[config.mk]
export PLATFORM = sky130hd
export DESIGN_NAME = scb_pulse_gen
export DESIGN_NICKNAME = d
export VERILOG_FILES = /design/src/scb_pkg.sv /design/src/scb_pulse_gen.sv
export SDC_FILE = /design/constraint.sdc
export NUM_CORES = 1
export LEC_CHECK = 0
export BUFFER_PORTS_ARGS = -buffer_cell sky130_fd_sc_hd__buf_2
export CAP_MARGIN = 40
export CORE_MARGIN = 4
export CORE_UTILIZATION = 55
export DETAILED_ROUTE_END_ITERATION = 7
export HOLD_SLACK_MARGIN = 0.03
export PLACE_DENSITY = 0.75
export SLEW_MARGIN = 10
export SYNTH_ARGS = -nofsm -noshare
export SYNTH_HDL_FRONTEND = slang
export SYNTH_SLANG_ARGS = --single-unit
export TNS_END_PERCENT = 50
[constraint.sdc]
create_clock -name core_clk_in -period 4.1 [get_ports core_clk_in]
set_input_delay 0.205 -clock core_clk_in [delete_from_list [all_inputs] [get_ports core_clk_in]]
set_output_delay 0.205 -clock core_clk_in [all_outputs]
set_load 0.005 [all_outputs]
[src/scb_pkg.sv]
// scb_pkg: constants, types and timing for the charge-balance pulse generator.
// assumes: ratio words are signed fixed point with FRAC_W fraction bits,
// and the core clock runs at CLK_FREQ_HZ.
package scb_pkg;

  // ------------------------------------------------------------------
  // number formats
  // ------------------------------------------------------------------
  localparam int RATIO_W = 16;
  localparam int FRAC_W = 14;
  localparam int ACC_W = 19;

  // ------------------------------------------------------------------
  // ratio limits, in units of 2**-FRAC_W of the reference level
  // ------------------------------------------------------------------
  // unbuffered span -0.06 .. 1.06, buffered floor 0.04 (0.10 / 2.5)
  localparam logic signed [RATIO_W-1:0] UNBUF_MIN = 16'hFC29;
  localparam logic signed [RATIO_W-1:0] UNBUF_MAX = 16'h43D7;
  localparam logic signed [RATIO_W-1:0] BUF_MIN = 16'h028F;
  localparam logic signed [RATIO_W-1:0] BUF_MAX = 16'h4000;
  localparam logic signed [RATIO_W-1:0] RATIO_ZERO = 16'h0000;
  localparam logic signed [RATIO_W-1:0] RATIO_ONE = 16'h4000;

  // ------------------------------------------------------------------
  // accumulator: modulus is 10 units, step is 1 + 8 * ratio units
  // ------------------------------------------------------------------
  localparam logic [ACC_W-1:0] ACC_MOD = 19'h28000;
  localparam logic [ACC_W-1:0] STEP_OFFSET = 19'h04000;
  localparam logic [ACC_W-1:0] STEP_FULL = 19'h24000;
  localparam logic [ACC_W-1:0] ACC_RESET = 19'h00000;
  localparam int STEP_SHIFT = 3;

  // ------------------------------------------------------------------
  // timing
  // ------------------------------------------------------------------
  localparam int CLK_FREQ_HZ = 20_000_000;
  localparam int PD_TIME_US = 1000;
  // longest time, rounded down to whole core cycles
  localparam int PD_CYCLES = PD_TIME_US * (CLK_FREQ_HZ / 1_000_000);
  localparam logic [1:0] SETTLE_MCLK = 2'h2;

  // ------------------------------------------------------------------
  // types
  // ------------------------------------------------------------------
  typedef enum logic {
    MODE_RUN,
    MODE_POWER_DOWN
  } scb_mode_t;

  typedef struct packed {
    logic buffer_select;
    logic signed [RATIO_W-1:0] analog_input_level;
  } scb_sample_t;

endpackage : scb_pkg

[src/scb_pulse_gen.sv]
// scb_pulse_gen: synchronous charge-balance pulse generator core.
// assumes: master_clock_input_in is a level synchronous to core_clk_in and
// much slower than it; sample_in is steady around master clock rising edges.

`timescale 1ns/1ps

module scb_pulse_gen #(
  parameter int PD_CYCLES = scb_pkg::PD_CYCLES
) (
  input wire logic core_clk_in,
  input wire logic resetn_in,
  input wire logic master_clock_input_in,
  input wire scb_pkg::scb_sample_t sample_in,
  output logic frequency_pulse_output_out,
  output logic rate_settling_out,
  output logic power_down_out
);

  // ------------------------------------------------------------------
  // helpers
  // ------------------------------------------------------------------
  localparam int PD_CNT_W = $clog2(PD_CYCLES + 1);
  localparam logic [PD_CNT_W-1:0] PD_LAST = PD_CNT_W'(PD_CYCLES - 1);

  // limit the ratio to the selected input range
  function automatic logic signed [scb_pkg::RATIO_W-1:0] clamp_ratio(
    input logic buf_sel,
    input logic signed [scb_pkg::RATIO_W-1:0] r
  );
    logic signed [scb_pkg::RATIO_W-1:0] lo;
    logic signed [scb_pkg::RATIO_W-1:0] hi;
    lo = buf_sel ? scb_pkg::BUF_MIN : scb_pkg::UNBUF_MIN;
    hi = buf_sel ? scb_pkg::BUF_MAX : scb_pkg::UNBUF_MAX;
    if (r < lo) begin
      clamp_ratio = lo;
    end else if (r > hi) begin
      clamp_ratio = hi;
    end else begin
      clamp_ratio = r;
    end
  endfunction : clamp_ratio

  // charge added per master cycle: one unit plus eight times the ratio
  function automatic logic [scb_pkg::ACC_W-1:0] rate_step(
    input logic signed [scb_pkg::RATIO_W-1:0] r
  );
    logic signed [scb_pkg::ACC_W:0] wide;
    wide = (scb_pkg::ACC_W + 1)'(r);
    wide = (wide <<< scb_pkg::STEP_SHIFT) + $signed({1'b0, scb_pkg::STEP_OFFSET});
    rate_step = wide[scb_pkg::ACC_W-1:0];
  endfunction : rate_step

  // ------------------------------------------------------------------
  // master clock edges
  // ------------------------------------------------------------------
  logic mclk_d_r;
  logic mclk_rise;
  logic mclk_fall;

  always_ff @(posedge core_clk_in) begin
    if (!resetn_in) begin
      mclk_d_r <= 1'b0;
    end else begin
      mclk_d_r <= master_clock_input_in;
    end
  end

  assign mclk_rise = master_clock_input_in & ~mclk_d_r;
  assign mclk_fall = ~master_clock_input_in & mclk_d_r;

  // ------------------------------------------------------------------
  // power-down detection
  // ------------------------------------------------------------------
  scb_pkg::scb_mode_t mode_r;
  logic [PD_CNT_W-1:0] low_cnt_r;
  logic pd_hit;

  assign pd_hit = !master_clock_input_in && (low_cnt_r == PD_LAST);

  always_ff @(posedge core_clk_in) begin
    if (!resetn_in) begin
      low_cnt_r <= '0;
    end else if (master_clock_input_in) begin
      low_cnt_r <= '0;
    end else if (low_cnt_r != PD_LAST) begin
      low_cnt_r <= low_cnt_r + PD_CNT_W'(1);
    end
  end

  always_ff @(posedge core_clk_in) begin
    if (!resetn_in) begin
      mode_r <= scb_pkg::MODE_RUN;
    end else begin
      unique case (mode_r)
        scb_pkg::MODE_RUN: begin
          if (pd_hit) begin
            mode_r <= scb_pkg::MODE_POWER_DOWN;
          end
        end
        scb_pkg::MODE_POWER_DOWN: begin
          if (mclk_rise) begin
            mode_r <= scb_pkg::MODE_RUN;
          end
        end
      endcase
    end
  end

  logic run;
  assign run = (mode_r == scb_pkg::MODE_RUN);

  // ------------------------------------------------------------------
  // input sampling and settling
  // ------------------------------------------------------------------
  logic signed [scb_pkg::RATIO_W-1:0] ratio_r;
  logic signed [scb_pkg::RATIO_W-1:0] ratio_nxt;
  logic buf_sel_r;
  logic [1:0] settle_r;
  logic input_step;

  assign ratio_nxt = clamp_ratio(sample_in.buffer_select, sample_in.analog_input_level);
  assign input_step = (ratio_nxt != ratio_r);

  // one sample per master cycle, taken on its rising edge
  always_ff @(posedge core_clk_in) begin
    if (!resetn_in) begin
      ratio_r <= scb_pkg::RATIO_ZERO;
      buf_sel_r <= 1'b0;
    end else if (mclk_rise) begin
      ratio_r <= ratio_nxt;
      buf_sel_r <= sample_in.buffer_select;
    end
  end

  // counts the master cycles until the rate reflects a new input
  always_ff @(posedge core_clk_in) begin
    if (!resetn_in) begin
      settle_r <= scb_pkg::SETTLE_MCLK;
    end else if (mclk_rise) begin
      if (input_step || !run) begin
        settle_r <= scb_pkg::SETTLE_MCLK;
      end else if (settle_r != 2'h0) begin
        settle_r <= settle_r - 2'h1;
      end
    end
  end

  assign rate_settling_out = (settle_r != 2'h0);

  // ------------------------------------------------------------------
  // charge-balance loop
  // ------------------------------------------------------------------
  logic [scb_pkg::ACC_W-1:0] acc_r;
  logic [scb_pkg::ACC_W-1:0] step;
  logic [scb_pkg::ACC_W:0] acc_sum;
  logic overflow;

  assign step = rate_step(ratio_r);
  assign acc_sum = {1'b0, acc_r} + {1'b0, step};
  // comparator decision of the loop
  assign overflow = (acc_sum >= {1'b0, scb_pkg::ACC_MOD});

  always_ff @(posedge core_clk_in) begin
    if (!resetn_in) begin
      acc_r <= scb_pkg::ACC_RESET;
    end else if (!run || pd_hit) begin
      // cleared on the power-down edge itself, so no stale charge survives
      acc_r <= scb_pkg::ACC_RESET;
    end else if (mclk_rise) begin
      if (overflow) begin
        // one-bit feedback removes one reference charge
        acc_r <= scb_pkg::ACC_W'(acc_sum - {1'b0, scb_pkg::ACC_MOD});
      end else begin
        acc_r <= acc_sum[scb_pkg::ACC_W-1:0];
      end
    end
  end

  // ------------------------------------------------------------------
  // output pulse
  // ------------------------------------------------------------------
  logic freq_pulse_r;

  always_ff @(posedge core_clk_in) begin
    if (!resetn_in) begin
      freq_pulse_r <= 1'b0;
    end else if (!run || pd_hit) begin
      freq_pulse_r <= 1'b1;
    end else if (mclk_rise) begin
      freq_pulse_r <= overflow;
    end else if (mclk_fall) begin
      freq_pulse_r <= 1'b0;
    end
  end

  assign frequency_pulse_output_out = freq_pulse_r;
  assign power_down_out = ~run;

  // ------------------------------------------------------------------
  // assertions
  // ------------------------------------------------------------------
  property p_pulse_on_overflow;
    @(posedge core_clk_in) disable iff (!resetn_in)
      (run && mclk_rise && overflow && !pd_hit) |=> frequency_pulse_output_out;
  endproperty
  a_pulse_on_overflow: assert property (p_pulse_on_overflow)
    else $error("no pulse after accumulator overflow");

  property p_no_pulse_without_overflow;
    @(posedge core_clk_in) disable iff (!resetn_in)
      (run && mclk_rise && !overflow && !pd_hit) |=> !frequency_pulse_output_out;
  endproperty
  a_no_pulse_without_overflow: assert property (p_no_pulse_without_overflow)
    else $error("pulse without accumulator overflow");

  property p_width_high_phase;
    @(posedge core_clk_in) disable iff (!resetn_in)
      (run && $past(run) && !mclk_d_r) |-> !frequency_pulse_output_out;
  endproperty
  a_width_high_phase: assert property (p_width_high_phase)
    else $error("pulse outlives master clock high phase");

  property p_pulse_holds_high_phase;
    @(posedge core_clk_in) disable iff (!resetn_in)
      (run && frequency_pulse_output_out && master_clock_input_in && mclk_d_r)
        |=> frequency_pulse_output_out;
  endproperty
  a_pulse_holds_high_phase: assert property (p_pulse_holds_high_phase)
    else $error("pulse ends before master clock falls");

  property p_rise_aligned;
    @(posedge core_clk_in) disable iff (!resetn_in)
      (run && $past(run) && $rose(frequency_pulse_output_out)) |-> $past(mclk_rise);
  endproperty
  a_rise_aligned: assert property (p_rise_aligned)
    else $error("pulse not launched by a master clock rising edge");

  property p_power_down_entry;
    @(posedge core_clk_in) disable iff (!resetn_in)
      (run && pd_hit) |=> (!run && frequency_pulse_output_out) [*2];
  endproperty
  a_power_down_entry: assert property (p_power_down_entry)
    else $error("power-down not entered or output not high");

  property p_power_down_high;
    @(posedge core_clk_in) disable iff (!resetn_in)
      !run |-> frequency_pulse_output_out && (acc_r == scb_pkg::ACC_RESET);
  endproperty
  a_power_down_high: assert property (p_power_down_high)
    else $error("output low or loop active during power-down");

  property p_settle_flag_set;
    @(posedge core_clk_in) disable iff (!resetn_in)
      (mclk_rise && input_step) |=> (settle_r == scb_pkg::SETTLE_MCLK);
  endproperty
  a_settle_flag_set: assert property (p_settle_flag_set)
    else $error("settling not flagged after an input step");

  property p_buffered_floor;
    @(posedge core_clk_in) disable iff (!resetn_in)
      buf_sel_r |-> (ratio_r >= scb_pkg::BUF_MIN) && (ratio_r <= scb_pkg::BUF_MAX);
  endproperty
  a_buffered_floor: assert property (p_buffered_floor)
    else $error("buffered ratio outside its range");

  property p_unbuffered_range;
    @(posedge core_clk_in) disable iff (!resetn_in)
      !buf_sel_r |-> (ratio_r >= scb_pkg::UNBUF_MIN) && (ratio_r <= scb_pkg::UNBUF_MAX);
  endproperty
  a_unbuffered_range: assert property (p_unbuffered_range)
    else $error("unbuffered ratio outside its range");

  property p_full_scale_step;
    @(posedge core_clk_in) disable iff (!resetn_in)
      (ratio_r == scb_pkg::RATIO_ONE) |-> (step == scb_pkg::STEP_FULL);
  endproperty
  a_full_scale_step: assert property (p_full_scale_step)
    else $error("full-scale step is not nine tenths of the modulus");

  property p_acc_balanced;
    @(posedge core_clk_in) disable iff (!resetn_in)
      acc_r < scb_pkg::ACC_MOD;
  endproperty
  a_acc_balanced: assert property (p_acc_balanced)
    else $error("integrated charge left its bounds");

  property p_sample_once;
    @(posedge core_clk_in) disable iff (!resetn_in)
      (run && !mclk_rise && !pd_hit) |=> $stable(acc_r) && $stable(ratio_r);
  endproperty
  a_sample_once: assert property (p_sample_once)
    else $error("loop advanced without a master clock rising edge");

  c_pulse: cover property (@(posedge core_clk_in) disable iff (!resetn_in)
    run && $rose(frequency_pulse_output_out));
  c_back_to_back: cover property (@(posedge core_clk_in) disable iff (!resetn_in)
    run && mclk_rise && overflow ##[2:20] (mclk_rise && overflow));
  c_power_down: cover property (@(posedge core_clk_in) disable iff (!resetn_in)
    run && pd_hit);
  c_buffered_floor: cover property (@(posedge core_clk_in) disable iff (!resetn_in)
    buf_sel_r && (ratio_r == scb_pkg::BUF_MIN));

endmodule : scb_pulse_gen

==> qor.csv, run 1 <==
metric,value,unit
cell at the root of the clock tree,sky130_fd_sc_hd__clkbuf_8,
power density of the placed cells,315,mW/mm^2
overflow left after global routing,0,
max-cap violations,0,
maximum operating frequency,0.228,GHz
Final Worst Setup Slack,-292,ps
total of flip-flops plus latches after synthesis,52,
clock period minus final worst setup slack,4390,ps
final RePlAce weighted congestion,0.984,
fraction of final layout cells with drive strength greater than 1,0.168,
clock latency on the worst-skew pair,320,ps
Post-Route Utilization,0.656,
fraction of power spent switching nets,0.361,
clock slew at the register clock pins of the worst setup and hold paths,100,ps
arrival time at the worst endpoint,4640,ps
TritonCTS clock tree,yes,
Synth top area share,0.246,
number of setup violations in the final report,5,
number of fill cells in the layout,653,
global-route wire length before repair,18600,microns
sink count of the clock tree,52,
cell area after technology mapping,0.00424,sq mm
CTS buffer count,5,
"antenna viol nets, final",0,
largest vdd supply drop,0.000220,V
core area,0.00737,sq mm
failing checks,setup timing,
wire per inst,16.6,microns
Post-synth top flop,sky130_fd_sc_hd__dfxtp_1,
die span in y,95.8,microns
post-synth net total,594,
status,finished with violations,
Hold Slack,139,ps
clock skew after layout,11.2,ps
Placement Rows,31,
Nets,639,
leading area contributor after synthesis,sky130_fd_sc_hd__dfxtp_1,
required time of the critical path,4350,ps
final WL,11200,microns
launching element type of the critical path,register,
count of inserted antenna diode cells,0,
boundary pin count,23,
Final Cycle Share,1.07,
vias post-DR,4225,
cells taking the most area after synthesis,"sky130_fd_sc_hd__dfxtp_1 25%, sky130_fd_sc_hd__ha_1 12%, sky130_fd_sc_hd__nor2_1 5.7%",
number of global-route vias before repair,3915,
worst rel slew slack,0.519,
Sequential Power Share,0.372,
number of instances in the synthesized netlist,532,
worst min-delay path category,input pin to register,
All-Layer GR Usage,0.252,
count of final max-slew check failures,0,
maximum number of pins on one net before global-route repair,36,
P_int,973,uW
die area,0.00918,sq mm
logic gate share of total power,0.390,
yosys warns,0,
detailed placement HPWL,8350,microns
Post-synth EDFFs,0,
number of antenna violations at the first check in global routing,0,
Fin. Hold Viols,0,
share of flip-flops with an asynchronous set or reset after synthesis,0,
initial standard-cell utilization of the core,0.575,
"Seq/Total Area, Yosys",0.246,
critical path class,register to register,
maximum level of the CTS H-tree,2,
largest fanout on the critical path,3,
largest buffer count on any clock path,2,
DRC violation count after routing,0,
synthesized area per cell,7.97,sq um
input/output buffers,22,
Leakage Power,2.00,nW
slew of the pin with the lowest slew margin,720,ps
number of iterations in the first detailed-routing pass,4,
R2R Setup Slk,-290,ps
Die W,95.8,microns
RSZ-0062 raised after global routing,true,
Post-CTS Hold Fix Bufs,0,
per-cell via count in the routed design,6.24,
number of DRC markers in iteration 0,357,
area overhead of the layout relative to synthesis,14.0,%
Netlist cell types,69,
kind of end point of the critical path,register,
total net switching power,551,uW
share of total power in the clock network,0.238,
-- cells in the final DEF (no fill, tap or decap), types with 5 or more instances in the layout --
cell type,count
sky130_fd_sc_hd__o211ai_1,9
sky130_fd_sc_hd__dfxtp_1,50
sky130_fd_sc_hd__a21oi_1,32
sky130_fd_sc_hd__buf_4,38
sky130_fd_sc_hd__ha_1,39
sky130_fd_sc_hd__a31oi_1,10
sky130_fd_sc_hd__clkbuf_8,5
sky130_fd_sc_hd__a21o_1,6
sky130_fd_sc_hd__buf_2,22
sky130_fd_sc_hd__xnor2_1,14
sky130_fd_sc_hd__or3_1,5
sky130_fd_sc_hd__nor2_1,63
sky130_fd_sc_hd__nand3_1,15
sky130_fd_sc_hd__nor3_1,14
sky130_fd_sc_hd__mux2i_1,15
sky130_fd_sc_hd__nand2b_1,8
sky130_fd_sc_hd__nor4_1,6
sky130_fd_sc_hd__inv_1,21
sky130_fd_sc_hd__nor2b_1,9
sky130_fd_sc_hd__o21a_1,8
sky130_fd_sc_hd__nand4_1,11
sky130_fd_sc_hd__a211oi_1,11
sky130_fd_sc_hd__xor2_1,16
sky130_fd_sc_hd__and3_1,8
sky130_fd_sc_hd__o21ai_0,25
sky130_fd_sc_hd__nand2_1,32
-- area by class of cell --
cell class / instances / area (sq um) / area share
clock inverters: 2 / 38.8 / 0.00802
repair buffers: 60 / 395 / 0.0818
multi-input cells: 435 / 3070 / 0.636
clock buffers: 6 / 72.6 / 0.0150
flip-flops and latches: 52 / 1040 / 0.216
inverters: 23 / 86.3 / 0.0179
well taps: 99 / 124 / 0.0256
-- sequential cells by signal, indices dropped and copies added, names as in the netlist --
signal	flops
acc_r	16
frequency_pulse_output_out	1
low_cnt_r	15
mclk_d_r	1
power_down_out	1
ratio_r	16
settle_r	2
-- worst max-delay path, cell delays in order, from the launching register on --
cell and delay [ps]:
sky130_fd_sc_hd__dfxtp_2 340, sky130_fd_sc_hd__ha_4 160, sky130_fd_sc_hd__inv_2 50, sky130_fd_sc_hd__fa_2 220, sky130_fd_sc_hd__nor2b_4 50, sky130_fd_sc_hd__or4_4 420, sky130_fd_sc_hd__a2111o_1 410, sky130_fd_sc_hd__a211oi_2 260
sky130_fd_sc_hd__nor3_2 90, sky130_fd_sc_hd__o21a_1 240, sky130_fd_sc_hd__nor2_2 130, sky130_fd_sc_hd__ha_2 210, sky130_fd_sc_hd__nand2_2 70, sky130_fd_sc_hd__nor4_4 210, sky130_fd_sc_hd__nand3_1 90, sky130_fd_sc_hd__or4_1 420
sky130_fd_sc_hd__or4_4 440, sky130_fd_sc_hd__or3b_4 260, sky130_fd_sc_hd__nand4b_1 80, sky130_fd_sc_hd__a31oi_1 190
-- Yosys cell counts (3+ instances only) --
cell and n:
sky130_fd_sc_hd__or2_2 3, sky130_fd_sc_hd__a31oi_1 10, sky130_fd_sc_hd__or4_1 3, sky130_fd_sc_hd__o22a_1 3, sky130_fd_sc_hd__o22ai_1 4, sky130_fd_sc_hd__nand4b_1 3, sky130_fd_sc_hd__nor4_1 7, sky130_fd_sc_hd__or3_1 5
sky130_fd_sc_hd__nand2_1 33, sky130_fd_sc_hd__a21oi_1 32, sky130_fd_sc_hd__xor2_1 16, sky130_fd_sc_hd__and3_1 8, sky130_fd_sc_hd__nand4_1 11, sky130_fd_sc_hd__nand3_1 16, sky130_fd_sc_hd__dfxtp_1 52, sky130_fd_sc_hd__inv_1 22
sky130_fd_sc_hd__nor2b_1 9, sky130_fd_sc_hd__o211ai_1 9, sky130_fd_sc_hd__a21o_1 6, sky130_fd_sc_hd__a211oi_2 3, sky130_fd_sc_hd__a2111oi_0 3, sky130_fd_sc_hd__xnor2_1 14, sky130_fd_sc_hd__mux2i_1 15, sky130_fd_sc_hd__o21a_1 8
sky130_fd_sc_hd__ha_1 41, sky130_fd_sc_hd__nor2_1 64, sky130_fd_sc_hd__nor4b_1 4, sky130_fd_sc_hd__o21bai_1 3, sky130_fd_sc_hd__o21ai_0 25, sky130_fd_sc_hd__a211oi_1 11, sky130_fd_sc_hd__nor3_1 15, sky130_fd_sc_hd__clkbuf_1 17
sky130_fd_sc_hd__nand2b_1 8
-- kinds of logic (layout without fill, tap and decap cells) --
logic type / count (synthesis) / count (layout) / synth area share
AO/OA/AOI/OAI: 147 / 147 / 0.242
XOR/XNOR: 30 / 30 / 0.0620
adder cells (fa/ha/maj): 42 / 42 / 0.126
buffers and inverters: 45 / 91 / 0.0431
flip-flops: 52 / 52 / 0.246
multiplexers: 16 / 16 / 0.0387
AND/OR/NAND/NOR: 200 / 200 / 0.243
-- path summary, 6_finish.rpt --
check	start	end	cells past startpoint
max	ratio_r[0]$_SDFFE_PN0P_	frequency_pulse_output_out$_SDFFE_PN0P_	19
min	master_clock_input_in	mclk_d_r$_SDFF_PN0_	2
max reg2reg	ratio_r[0]$_SDFFE_PN0P_	frequency_pulse_output_out$_SDFFE_PN0P_	19
min reg2reg	acc_r[11]$_SDFFE_PP0P_	acc_r[11]$_SDFFE_PP0P_	2
-- per-stage QoR --
step	total power [mW]	TNS, ps	instances	cell area (sq um)	setup WS (ps)
after CTS	1.51	-855	677	4820	-228
after floorplan	0.958	-547	532	4250	-167
final	1.52	-1190	677	4830	-292
after global placement	1.10	-421	659	4590	-134
after detailed placement	1.12	-1280	659	4590	-317
after global routing	1.61	-2330	677	4830	-524
-- what timing repair did --
item	4_1_cts	5_1_grt
resized for setup	11	2
endpoints found under the setup margin	5	5
setup buffers	10	0
pin swaps	3	0
-- metal layers --
metal / global-route usage / routed length [microns]
met1: 0.348 / 5310
met2: 0.402 / 5130
met3: 0.0391 / 565
met4: 0.0794 / 251
met5: 0 / 0
-- power groups by stage --
stage / clock, mW / combinational (mW) / sequential [mW]
floorplan: 0 / 0.389 / 0.569
global placement: 0 / 0.530 / 0.574
detailed placement: 0 / 0.544 / 0.576
CTS: 0.367 / 0.574 / 0.566
global route: 0.391 / 0.652 / 0.571
finish: 0.363 / 0.594 / 0.567
Note: power is estimated with default switching activity, not from simulation.
==> run 2: changes to the inputs <==
CORE_UTILIZATION = 56   (was 55)
PLACE_DENSITY = 0.76   (was 0.75)
SETUP_SLACK_MARGIN = 0.2   (was unset)
==> run 2 against run 1 <==
Effect of this change: the run still ends with setup timing left; critical path type unchanged; via count grew 1.4%; wire length barely moved; highest routed layer unchanged; global-route usage rose by 0.69 points; non-clock buffer count did not move; register-to-register slack about the same; final cell count did not move; largest power group unchanged; critical endpoint is now acc_r[15]$_SDFFE_PP0P_; utilization grew 0.25 points; hold slack worse by 12 ps.
==> qor.csv, run 2 (synthesis results as in run 1) <==
metric,value,unit,change
number of iterations in the first detailed-routing pass,5,,+1
worst rel slew slack,0.503,,-0.0166
logic gate share of total power,0.400,,+0.010
Hold Slack,127,ps,-12.1 ps
"antenna viol nets, final",0,,unchanged
status,finished with violations,,
CP Cell Sequence,"ha_4, inv_2, fa_2, nor2b_4, or4_4, a2111o_1, a211oi_2, nor3_2, buf_4, buf_4, buf_4, buf_4, buf_4, buf_4, buf_4, buf_4, o2111ai_1, o211ai_2, or2_2, a311oi_1, o41a_1",,
input/output buffers,22,,unchanged
number of setup violations in the final report,5,,unchanged
Hold Path Stages,2,,unchanged
share of total power in the clock network,0.214,,-0.024
Fin. Hold Viols,0,,unchanged
slowest library cell on the worst path,sky130_fd_sc_hd__a2111o_1,,
Placement Rows,31,,unchanged
fraction of final layout cells with drive strength greater than 1,0.168,,unchanged
clock period minus final worst setup slack,4390,ps,-5.06 ps
P_int,908,uW,-6.7%
clock latency on the worst-skew pair,320,ps,about the same
top flop regs,"acc_r: 16 flops, ratio_r: 16 flops, low_cnt_r: 15 flops",,
Nets,639,,unchanged
global-route wire length before repair,18800,microns,+1.3%
Post-CTS Hold Fix Bufs,0,,unchanged
die area,0.00903,sq mm,-1.6%
final total negative setup slack,-1170,ps,+12.0 ps
total net switching power,555,uW,+0.75%
per-cell via count in the routed design,6.33,,+1.4%
Placement Setup Slack,-233,ps,+84.7 ps
"commonest non-fill, non-tap cell in the layout",sky130_fd_sc_hd__nor2_1,,
core area,0.00729,sq mm,-1.1%
RSZ-0062 raised after global routing,true,,
number of DRC markers in iteration 0,339,,-5.0%
Leakage Power,1.99,nW,-0.81%
final RePlAce weighted congestion,0.927,,-5.7%
power density of the placed cells,305,mW/mm^2,-3.3%
fraction of power spent switching nets,0.379,,+0.0178
DRC violation count after routing,0,,unchanged
library cell appearing most often on the critical path,sky130_fd_sc_hd__buf_4,,
most used cells in the layout excluding fill and tap cells,"63 x sky130_fd_sc_hd__nor2_1, 50 x sky130_fd_sc_hd__dfxtp_1, 39 x sky130_fd_sc_hd__ha_1, 38 x sky130_fd_sc_hd__buf_4",,
boundary pin count,23,,unchanged
CTS buffer count,5,,unchanged
vias post-DR,4283,,+1.4%
largest buffer count on any clock path,2,,unchanged
largest vdd supply drop,0.000163,V,-26%
critical path class,register to register,,
count of inserted antenna diode cells,0,,unchanged
"count of placed standard cells in the final layout, fillers left out",677,,unchanged
arrival time at the worst endpoint,4650,ps,about the same
TritonCTS clock tree,yes,,
overflow left after global routing,0,,unchanged
Sequential Power Share,0.386,,+0.014
die span in y,95.0,microns,-0.82%
maximum number of pins on one net before global-route repair,36,,unchanged
area overhead of the layout relative to synthesis,13.2,%,
launching element type of the critical path,register,,
failing checks,setup timing,,
Final Worst Setup Slack,-287,ps,+5.06 ps
max-cap violations,0,,unchanged
slew of the pin with the lowest slew margin,745,ps,+24.8 ps
maximum level of the CTS H-tree,2,,unchanged
initial standard-cell utilization of the core,0.582,,+0.00612
cell at the root of the clock tree,sky130_fd_sc_hd__clkbuf_8,,
count of final max-slew check failures,0,,unchanged
number of antenna violations at the first check in global routing,0,,unchanged
depth of the worst register-to-register path,21,,+2
worst min-delay path category,input pin to register,,
maximum operating frequency,0.228,GHz,+0.12%
Final Cycle Share,1.07,,-0.00123
kind of end point of the critical path,register,,
clock skew after layout,6.09,ps,-5.11 ps
wire per inst,16.6,microns,about the same
largest fanout on the critical path,7,,+4
All-Layer GR Usage,0.259,,+0.00691
clock slew at the register clock pins of the worst setup and hold paths,100,ps,about the same
number of global-route vias before repair,4055,,+3.6%
final WL,11200,microns,about the same
slowest cell delay on critical path,420,ps,-20 ps
required time of the critical path,4360,ps,about the same
post-layout total power,1.46,mW,-4.0%
detailed placement HPWL,8150,microns,-2.4%
number of instances in the placed design,658,,-0.15%
sink count of the clock tree,52,,unchanged
Die W,95.0,microns,-0.82%
==> run 2: worst max-delay path: cells and delay by family, from the launching register on <==
family                   cells  cell delay (ps)
adder cells (fa/ha/maj)      2              380
AND/OR/NAND/NOR              4              900
flip-flops                   1              350
AO/OA/AOI/OAI                6             1650
buffers and inverters        9             1040
==> run 2: through the flow <==
step | area [sq um] | utilization
after global routing | 4800 | 0.659
after global placement | 4590 | 0.629
final | 4800 | 0.659
after floorplan | 4250 | -
after detailed placement | 4590 | 0.629
after CTS | 4790 | 0.657
==> run 2: worst paths after layout <==
kind,start,end,slack [ps]
worst min register to register,acc_r[6]$_SDFFE_PP0P_,acc_r[6]$_SDFFE_PP0P_,510
worst min-delay path,master_clock_input_in,mclk_d_r$_SDFF_PN0_,130
worst max register to register,acc_r[3]$_SDFFE_PP0P_,acc_r[15]$_SDFFE_PP0P_,-290
worst max-delay path,acc_r[3]$_SDFFE_PP0P_,acc_r[15]$_SDFFE_PP0P_,-290
==> run 2: what timing repair did <==
action,in CTS,in global routing
endpoints found under the hold margin,0,0
gates resized for setup,10,3
setup buffers,10,1
cloned,0,0
endpoints found under the setup margin,5,5
pin swaps,3,0
==> run 2: cell type report <==
cell class / instances / area, sq um
multi-input combinational: 435 / 3060
inverter: 23 / 86.3
timing repair buffer: 60 / 395
clock buffer: 5 / 68.8
sequential: 52 / 1040
tap: 99 / 124
clock inverter: 3 / 26.3
fill: 658 / 2490
==> run 2: power by group through the flow <==
stage | combinational (mW) | clock [mW] | sequential [mW]
6_report | 0.586 | 0.313 | 0.565
5_1_grt | 0.642 | 0.340 | 0.568
4_1_cts | 0.558 | 0.318 | 0.564
3_5_place_dp | 0.542 | 0 | 0.574
3_3_place_gp | 0.527 | 0 | 0.573
2_1_floorplan | 0.389 | 0 | 0.569
==> run 2: routing by layer <==
layer	global-route usage	share of wire	vias up
met2	0.429	0.47	145
met4	0.0986	0.025	0
li1	-	-	2071
met3	0.0395	0.056	23
met1	0.340	0.45	2044
met5	0	0	-
